`src/hdl/gpwm_pkg.sv`:
```
// Package with constants and types for the GPIO pulse width modulator.
package gpwm_pkg;
  localparam int unsigned CHANNEL_COUNT = 4;
  localparam int unsigned PIN_COUNT = 16;
  localparam int unsigned PIN_W = 4;
  localparam int unsigned COUNT_W = 10;
  localparam logic [9:0] COUNT_SUM_MAX = 10'h3FF;
  localparam logic [9:0] COUNT_MIN = 10'h001;
  localparam longint unsigned CLK_HZ = 100000000;
  localparam longint unsigned TICK_HZ = 131072;
  localparam int unsigned TICK_DIV = 32'(CLK_HZ / TICK_HZ);
  localparam logic [9:0] TICK_DIV_LAST = 10'(TICK_DIV - 1);
  localparam logic [9:0] DIV_ZERO = 10'h000;
  // Pins that carry a modulator channel; index i gives the pin of channel i.
  localparam logic [3:0] CH_PIN [CHANNEL_COUNT] = '{4'h6, 4'hB, 4'hC, 4'hD};
  typedef enum logic [1:0] {
    GPWM_IDLE = 2'b00,
    GPWM_HIGH = 2'b01,
    GPWM_LOW  = 2'b11
  } gpwm_state_type;
endpackage

```
`src/hdl/gpwm_chan_if.sv`:
```
// Interface carrying one channel's control and output between top and channel.
`timescale 1ns/1ns
interface gpwm_chan_if;
  logic start;
  logic stop;
  logic [9:0] high_count;
  logic [9:0] low_count;
  logic enable;
  logic level;
  logic running;
  modport ctrl (output start, output stop, output high_count, output low_count, output enable,
                input level, input running);
  modport chan (input start, input stop, input high_count, input low_count, input enable,
                output level, output running);
endinterface

```
`src/hdl/gpwm_channel.sv`:
```
// One modulator channel: high for the on count, low for the off count, repeat.
`timescale 1ns/1ns
module gpwm_channel (
  input wire logic clk_sys_in,
  input wire logic rst_in,
  input wire logic tick_in,
  gpwm_chan_if.chan ch
);
  gpwm_pkg::gpwm_state_type state_q, state_d;
  logic [9:0] cnt_q, cnt_d;
  logic [9:0] high_q, high_d;
  logic [9:0] low_q, low_d;

  always_comb begin
    state_d = state_q;
    cnt_d = cnt_q;
    high_d = high_q;
    low_d = low_q;
    case (state_q)
      gpwm_pkg::GPWM_IDLE: begin
      end
      gpwm_pkg::GPWM_HIGH: begin
        if (tick_in) begin
          if (cnt_q >= high_q) begin
            state_d = gpwm_pkg::GPWM_LOW;
            cnt_d = gpwm_pkg::COUNT_MIN;
          end else begin
            cnt_d = cnt_q + gpwm_pkg::COUNT_MIN;
          end
        end
      end
      gpwm_pkg::GPWM_LOW: begin
        if (tick_in) begin
          if (cnt_q >= low_q) begin
            state_d = gpwm_pkg::GPWM_HIGH;
            cnt_d = gpwm_pkg::COUNT_MIN;
          end else begin
            cnt_d = cnt_q + gpwm_pkg::COUNT_MIN;
          end
        end
      end
      default: state_d = gpwm_pkg::GPWM_IDLE;
    endcase
    if (ch.start) begin
      high_d = ch.high_count;
      low_d = ch.low_count;
      cnt_d = gpwm_pkg::COUNT_MIN;
      state_d = gpwm_pkg::GPWM_HIGH;
    end
    if (ch.stop || !ch.enable) begin
      state_d = gpwm_pkg::GPWM_IDLE;
    end
  end

  always_ff @(posedge clk_sys_in or posedge rst_in) begin
    if (rst_in) begin
      state_q <= gpwm_pkg::GPWM_IDLE;
      cnt_q <= gpwm_pkg::DIV_ZERO;
      high_q <= gpwm_pkg::COUNT_MIN;
      low_q <= gpwm_pkg::COUNT_MIN;
    end else begin
      state_q <= state_d;
      cnt_q <= cnt_d;
      high_q <= high_d;
      low_q <= low_d;
    end
  end

  assign ch.level = (state_q == gpwm_pkg::GPWM_HIGH);
  assign ch.running = (state_q != gpwm_pkg::GPWM_IDLE);
endmodule

```
`src/hdl/gpwm_top.sv`:
```
// Top of the GPIO pulse width modulator: tick divider, command check, channels.
// Operation
// Counters advance on a 131072 Hz tick; durations count in ticks.
// Output high for on count ticks, then low for off count, repeating.
// On count plus off count never exceeds 1023.
// Full 100% duty is impossible; software uses plain I/O instead.
// A command loads off and on counts and runs, or stops the pin.
// Software assigns the pin to PWM before commanding it.
// Software derives counts from 131072, duty fraction and frequency.
// PWM function accepted only on pins with a modulator channel.
// Each count is at least one tick; shortest period two ticks.
`timescale 1ns/1ns
module gpwm_top (
  input wire logic clk_sys_in,
  input wire logic rst_in,
  input wire logic assign_valid_in,
  input wire logic [3:0] assign_pin_in,
  input wire logic assign_pwm_in,
  input wire logic cmd_valid_in,
  input wire logic [3:0] cmd_pin_in,
  input wire logic cmd_stop_in,
  input wire logic [9:0] cmd_low_count_in,
  input wire logic [9:0] cmd_high_count_in,
  output logic cmd_done_out,
  output logic cmd_fail_out,
  output logic assign_done_out,
  output logic assign_fail_out,
  output logic [15:0] pin_out,
  output logic [15:0] pin_oe_out,
  output logic [3:0] running_out
);
  localparam int unsigned NCH = gpwm_pkg::CHANNEL_COUNT;

  //////////////////////////////////////////////////////////////////////////////
  // Tick divider. It runs free from reset and is never restarted by a command,
  // so all channels count on one tick grid; the price is that the first high
  // phase after a start may fall up to one tick short of the programmed count.
  logic [9:0] div_q, div_d;
  logic tick_q, tick_d;

  always_comb begin
    tick_d = (div_q == gpwm_pkg::TICK_DIV_LAST);
    div_d = tick_d ? gpwm_pkg::DIV_ZERO : div_q + 10'h001;
  end

  always_ff @(posedge clk_sys_in or posedge rst_in) begin
    if (rst_in) begin
      div_q <= gpwm_pkg::DIV_ZERO;
      tick_q <= 1'b0;
    end else begin
      div_q <= div_d;
      tick_q <= tick_d;
    end
  end

  //////////////////////////////////////////////////////////////////////////////
  // Pin decode. A pin number matches at most one channel, so these vectors are
  // one-hot or zero; pins without a channel never match.
  logic [NCH-1:0] asg_sel;
  logic [NCH-1:0] cmd_sel;

  for (genvar s = 0; s < NCH; s++) begin : g_sel
    assign asg_sel[s] = (assign_pin_in == gpwm_pkg::CH_PIN[s]);
    assign cmd_sel[s] = (cmd_pin_in == gpwm_pkg::CH_PIN[s]);
  end

  //////////////////////////////////////////////////////////////////////////////
  // Pin function ownership. Releasing the function also stops the channel, so a
  // pin never keeps driving after software has taken the function away.
  logic [NCH-1:0] fn_q, fn_d;
  logic asg_done_q, asg_done_d;
  logic asg_fail_q, asg_fail_d;

  always_comb begin
    fn_d = fn_q;
    if (assign_valid_in) begin
      for (int i = 0; i < NCH; i++) begin
        if (asg_sel[i]) begin
          fn_d[i] = assign_pwm_in;
        end
      end
    end
    asg_done_d = assign_valid_in && (asg_sel != '0);
    asg_fail_d = assign_valid_in && (asg_sel == '0);
  end

  always_ff @(posedge clk_sys_in or posedge rst_in) begin
    if (rst_in) begin
      fn_q <= '0;
      asg_done_q <= 1'b0;
      asg_fail_q <= 1'b0;
    end else begin
      fn_q <= fn_d;
      asg_done_q <= asg_done_d;
      asg_fail_q <= asg_fail_d;
    end
  end

  //////////////////////////////////////////////////////////////////////////////
  // Command checking. A command sees the pin function as it stood before this
  // cycle, so an assign and a command in the same cycle do not interact.
  logic [NCH-1:0] start_q, start_d;
  logic [NCH-1:0] stop_q, stop_d;
  logic [9:0] hi_q, hi_d;
  logic [9:0] lo_q, lo_d;
  logic cmd_done_q, cmd_done_d;
  logic cmd_fail_q, cmd_fail_d;
  logic [10:0] sum;
  logic sum_ok;
  logic high_ok;
  logic low_ok;
  logic [NCH-1:0] cmd_own;

  assign sum = {1'b0, cmd_high_count_in} + {1'b0, cmd_low_count_in};
  assign sum_ok = (sum <= {1'b0, gpwm_pkg::COUNT_SUM_MAX});
  assign high_ok = (cmd_high_count_in >= gpwm_pkg::COUNT_MIN);
  // A zero off count would mean a steady high, which the modulator must not make.
  assign low_ok = (cmd_low_count_in >= gpwm_pkg::COUNT_MIN);
  assign cmd_own = cmd_sel & fn_q;

  always_comb begin
    start_d = '0;
    stop_d = '0;
    hi_d = hi_q;
    lo_d = lo_q;
    cmd_done_d = 1'b0;
    cmd_fail_d = 1'b0;
    if (cmd_valid_in) begin
      if (cmd_own == '0) begin
        cmd_fail_d = 1'b1;
      end else if (cmd_stop_in) begin
        stop_d = cmd_own;
        cmd_done_d = 1'b1;
      end else if (sum_ok && high_ok && low_ok) begin
        // Counts are latched only for an accepted start; a stop leaves them alone.
        start_d = cmd_own;
        hi_d = cmd_high_count_in;
        lo_d = cmd_low_count_in;
        cmd_done_d = 1'b1;
      end else begin
        cmd_fail_d = 1'b1;
      end
    end
  end

  always_ff @(posedge clk_sys_in or posedge rst_in) begin
    if (rst_in) begin
      start_q <= '0;
      stop_q <= '0;
      hi_q <= gpwm_pkg::COUNT_MIN;
      lo_q <= gpwm_pkg::COUNT_MIN;
      cmd_done_q <= 1'b0;
      cmd_fail_q <= 1'b0;
    end else begin
      start_q <= start_d;
      stop_q <= stop_d;
      hi_q <= hi_d;
      lo_q <= lo_d;
      cmd_done_q <= cmd_done_d;
      cmd_fail_q <= cmd_fail_d;
    end
  end

  //////////////////////////////////////////////////////////////////////////////
  // Pin outputs. A pin is driven only while its channel runs and the pin still
  // holds the function; every other pin stays released. The running flags are
  // registered here too, so they trail the channel state by one clock.
  logic [15:0] pin_q, pin_d;
  logic [15:0] oe_q, oe_d;
  logic [3:0] run_q, run_d;
  logic [NCH-1:0] lvl;
  logic [NCH-1:0] run;

  always_comb begin
    pin_d = '0;
    oe_d = '0;
    for (int i = 0; i < NCH; i++) begin
      pin_d[gpwm_pkg::CH_PIN[i]] = lvl[i];
      oe_d[gpwm_pkg::CH_PIN[i]] = fn_q[i] && run[i];
    end
    run_d = run;
  end

  always_ff @(posedge clk_sys_in or posedge rst_in) begin
    if (rst_in) begin
      pin_q <= '0;
      oe_q <= '0;
      run_q <= '0;
    end else begin
      pin_q <= pin_d;
      oe_q <= oe_d;
      run_q <= run_d;
    end
  end

  //////////////////////////////////////////////////////////////////////////////
  // Channels share the latched counts; only the started channel loads them.
  for (genvar g = 0; g < NCH; g++) begin : g_ch
    gpwm_chan_if cif ();
    assign cif.start = start_q[g];
    assign cif.stop = stop_q[g];
    assign cif.high_count = hi_q;
    assign cif.low_count = lo_q;
    assign cif.enable = fn_q[g];
    assign lvl[g] = cif.level;
    assign run[g] = cif.running;
    gpwm_channel u_ch (
      .clk_sys_in(clk_sys_in),
      .rst_in(rst_in),
      .tick_in(tick_q),
      .ch(cif)
    );
  end

  assign cmd_done_out = cmd_done_q;
  assign cmd_fail_out = cmd_fail_q;
  assign assign_done_out = asg_done_q;
  assign assign_fail_out = asg_fail_q;
  assign pin_out = pin_q;
  assign pin_oe_out = oe_q;
  assign running_out = run_q;
endmodule

```
`config.mk`:
```
export PLATFORM = sky130hd
export DESIGN_NAME = gpwm_top
export DESIGN_NICKNAME = d
export VERILOG_FILES = /design/src/hdl/gpwm_pkg.sv /design/src/hdl/gpwm_chan_if.sv /design/src/hdl/gpwm_channel.sv /design/src/hdl/gpwm_top.sv
export SDC_FILE = /design/constraint.sdc
export NUM_CORES = 1
export LEC_CHECK = 0
export BUFFER_PORTS_ARGS = -buffer_cell sky130_fd_sc_hd__buf_2
export CAP_MARGIN = 20
export CORE_AREA = 2 2 203 105
export CTS_CLUSTER_DIAMETER = 40
export CTS_CLUSTER_SIZE = 16
export DETAILED_ROUTE_END_ITERATION = 6
export DIE_AREA = 0 0 205 107
export GPL_ROUTABILITY_DRIVEN = 0
export PLACE_DENSITY = 0.7
export SLEW_MARGIN = 10
export SYNTH_ARGS = -nofsm -noshare
export SYNTH_HDL_FRONTEND = slang
export SYNTH_SLANG_ARGS = --single-unit
```
`constraint.sdc`:
```
create_clock -name clk_sys_in -period 7.25 [get_ports clk_sys_in]
set_input_delay 0.3625 -clock clk_sys_in [delete_from_list [all_inputs] [get_ports clk_sys_in]]
set_output_delay 0.3625 -clock clk_sys_in [all_outputs]
set_load 0.05 [all_outputs]
```
==> results by group <==
Finish
  • Area of all placed cells without fillers: between 10000 and 15000 µm²
  • Fraction of layout cells with a size suffix above 1: 12.8%
  • Final nets: 1192
  • Area Overhead vs Synth: 10.8%
  • Core occupancy in the finished layout: a little under three fifths
  • Antenna diode count: 0

Synthesis
  • Share of async-settable or async-resettable flops after synthesis: 100%
  • Number of enable flip-flop cells after synthesis: 0
  • Most common flop cell mapped by yosys: sky130_fd_sc_hd__dfrtp_1
  • Count of cell types in the netlist: 72
  • Count of warnings emitted by yosys: 0
  • Post-Syn Area per Cell: ~10 µm²
  • Mapped Cells: 1014
  • Share of synthesized area occupied by flip-flops and latches: a little under half
  • Register bit count reported by yosys: 187
  • Cell area after synthesis: 10100 µm²

STA
  • Final Hold Fails: 0
  • Tcrit/Tclk final: roughly 38%
  • Worst Max-Slew Pin Slew: 0.928 ns
  • Clock Skews: around 0.011 ns
  • Final hold slack: 0.0484 ns
  • Post-layout minimum cycle time: 2.75 ns
  • Endpoints failing setup: 0
  • Rel. slew slack: 38.2%
  • Highest clock rate: 364 MHz
  • Total Negative Setup Slacks: 0 ns
  • Total count of max-transition violations in the final report: 0
  • Setup repair after global routing missed its margin: no

Routing
  • Vias per Instance: 5.48
  • Vias post-DR: 7385
  • First-iteration detailed-routing DRC count: 644
  • Drt pass-1 iters: 5
  • DRC Markers: 0
  • Detailed Route WL: 25200 µm
  • Routed wire per std cell: 18.7 µm
  • Number of antenna-violating nets in the routed design: 0

Clock tree
  • Root Buffer: sky130_fd_sc_hd__clkbuf_16
  • Inserted Clock Buffers: 17
  • Post-CTS clock slew at the launch and capture registers of the worst setup and hold paths: ~0.07 ns
  • Depth of the CTS H-tree: 4
  • Clk Latency, worst-skew pair: roughly 0.45 ns
  • Gates resized, CTS repair: 0
  • Bufs on Longest Clock Path: 2
  • Total clock sinks: 187
  • TritonCTS clock tree: built
  • Post-CTS setup repair buffer count: 0
  • Number of buffers inserted by hold repair at cts: 0

Critical path
  • Endpoint of the worst register-to-register path: g_ch[2].u_ch.cnt_q[9]$_DFFE_PP0P_
  • Maximum fanout count along the critical path: 11
  • CP endpoint kind: flip-flop
  • Critical Path Start Type: flip-flop
  • Crit path required time: about 7.6 ns
  • Length in cells of the worst reg-to-reg path: 6
  • Worst setup path category: reg2reg
  • Worst EP arrival: 3.07 ns
  • Critical R2R Launch: g_ch[2].u_ch.cnt_q[8]$_DFFE_PP0P_
  • Slack of the worst reg-to-reg path: 4.50 ns

Job
  • Max Cap Viol: 0

Global routing
  • Remaining global-route overflow: 0
  • Number of global-route vias before repair: 7087
  • Largest net degree at the start of global routing: 127
  • Gr usage total: 24.4%
  • Wire length of the first global-routing pass: 40300 µm
  • Number of antenna violations at the first check in global routing: 0

Power
  • Static leakage: between 0.005 and 0.006 µW
  • Power density normalized to cell area: 214 nW/µm²
  • Total Power Consumption: between 2000 and 2500 µW
  • Worst VDD drop: ~0.00015 V

Floorplan
  • Starting density of the core: about half
  • Number of cell rows: 37
  • Standard cell core area: ~20000 µm²
  • Die area: roughly 22000 µm²
  • I/O Pins: between 70 and 80
  • Chip Height: ~110 µm
  • Width of the chip: 205 µm

Placement
  • Estimated wirelength of the detail-placed design: 18000 µm
  • Post-Place Cell Area: roughly 11000 µm²
  • Port Buffers: 49

Run status
  • Status: finished clean

Hold path
  • Hold Crit Class: in2async
-- through the flow --
stage          worst slack [ns]  instances
2_1_floorplan              1.82       1037
3_3_place_gp               4.35       1316
3_5_place_dp               4.29       1316
4_1_cts                    4.58       1348
5_1_grt                    4.37       1348
6_report                   4.50       1348
-- worst max-delay path by stage --
stage | from | endpoint | slack (ns) | cells past startpoint
2_1_floorplan | rst_in | assign_done_out$_DFF_PP0_ | 1.82 | 1
3_3_place_gp | cmd_low_count_in[0] | g_ch[0].cif.high_count[1]$_DFFE_PP0P_ | 4.35 | 9
3_5_place_dp | cmd_low_count_in[0] | g_ch[0].cif.low_count[6]$_DFFE_PP0P_ | 4.29 | 9
4_1_cts | g_ch[2].u_ch.cnt_q[8]$_DFFE_PP0P_ | g_ch[2].u_ch.cnt_q[9]$_DFFE_PP0P_ | 4.58 | 6
5_1_grt | g_ch[0].u_ch.cnt_q[0]$_DFFE_PP0P_ | g_ch[0].u_ch.cnt_q[0]$_DFFE_PP0P_ | 4.37 | 8
6_report | g_ch[2].u_ch.cnt_q[8]$_DFFE_PP0P_ | g_ch[2].u_ch.cnt_q[9]$_DFFE_PP0P_ | 4.50 | 6
-- synthesized netlist by cell type, types with 21 or more instances --
library cell / instances / area share, %
sky130_fd_sc_hd__inv_1: 89 / 3.3
sky130_fd_sc_hd__dfrtp_1: 177 / 44
sky130_fd_sc_hd__buf_4: 24 / 1.8
sky130_fd_sc_hd__o21ai_0: 76 / 3.8
sky130_fd_sc_hd__nor3_1: 23 / 1.1
sky130_fd_sc_hd__nand3_1: 21 / 1.0
sky130_fd_sc_hd__nor2_1: 63 / 2.3
sky130_fd_sc_hd__clkbuf_1: 21 / 0.78
sky130_fd_sc_hd__nand2_1: 124 / 4.6
sky130_fd_sc_hd__ha_1: 95 / 12
sky130_fd_sc_hd__a21oi_1: 27 / 1.3
-- flip-flops by register name, summed over array words and instances (netlist names), 4 cells and up --
name / flops
g_ch.u_ch.cnt_q: 40
g_ch.u_ch.state_q: 8
running_out: 4
start_q: 4
div_q: 10
pin_oe_out: 4
pin_out: 4
fn_q: 4
stop_q: 4
g_ch.cif.low_count: 10
g_ch.u_ch.low_q: 40
g_ch.cif.high_count: 10
g_ch.u_ch.high_q: 40
-- area by class of cell --
type / count / area (µm²)
clock buffer: 21 / 460
inverter: 90 / 345
timing repair buffer: 55 / 290
multi-input combinational: 711 / 4890
tap: 273 / 342
clock inverter: 11 / 194
sequential: 187 / 4690
fill: 1814 / 8970
-- logic make-up (layout without fill, tap and decap cells) --
| group | count (synthesis) | count (layout) | synth area share [%] |
|---|---|---|---|
| buffers and inverters | 139 | 177 | 6.19 |
| AOI/OAI and AO/OA | 209 | 209 | 13.1 |
| other | 1 | 24 | 0.0371 |
| DFF | 187 | 187 | 46.4 |
| xor gates and xnor gates | 28 | 28 | 2.42 |
| adders and majority gates | 96 | 96 | 11.9 |
| muxes | 32 | 32 | 4.30 |
| and+or+nand+nor | 322 | 322 | 15.6 |
-- where the power goes --
part / internal (µW) / switching (µW)
Clock: 631 / 423
Sequential: 1080 / 102
Combinational: 64.4 / 95.4
-- per-layer routing --
layer	wire, µm	global-route usage [%]	part of all wire, %
met5	0	0	0
met4	201	5.60	0.80
met3	2030	7.81	8.0
met2	9950	31.6	39
met1	13000	38.4	52
-- cell usage in the layout, fill, tap and decap left out, drive strengths merged, types with 8 or more instances in the layout --
cell / count
and3: 14
nand4: 10
o21a: 9
nand2b: 10
buf: 55
nor3: 23
a21oi: 27
conb: 24
nor2: 63
clkbuf: 21
and2: 13
xnor2: 8
a21o: 10
mux2: 32
nand2: 124
inv: 90
dfrtp: 177
ha: 95
xor2: 20
a211oi: 14
nand3: 21
o21ai: 96
o211ai: 12
dfstp: 10
-- critical path, stage by stage, from the launching register on --
cell and delay, ns:
sky130_fd_sc_hd__dfrtp_1 0.45, sky130_fd_sc_hd__ha_1 0.31, sky130_fd_sc_hd__nor3_1 0.06, sky130_fd_sc_hd__or3_1 0.36, sky130_fd_sc_hd__o211ai_1 0.74, sky130_fd_sc_hd__nor2_1 0.32
sky130_fd_sc_hd__a221o_1 0.40
No activity file was read; power rests on OpenSTA's default activity.
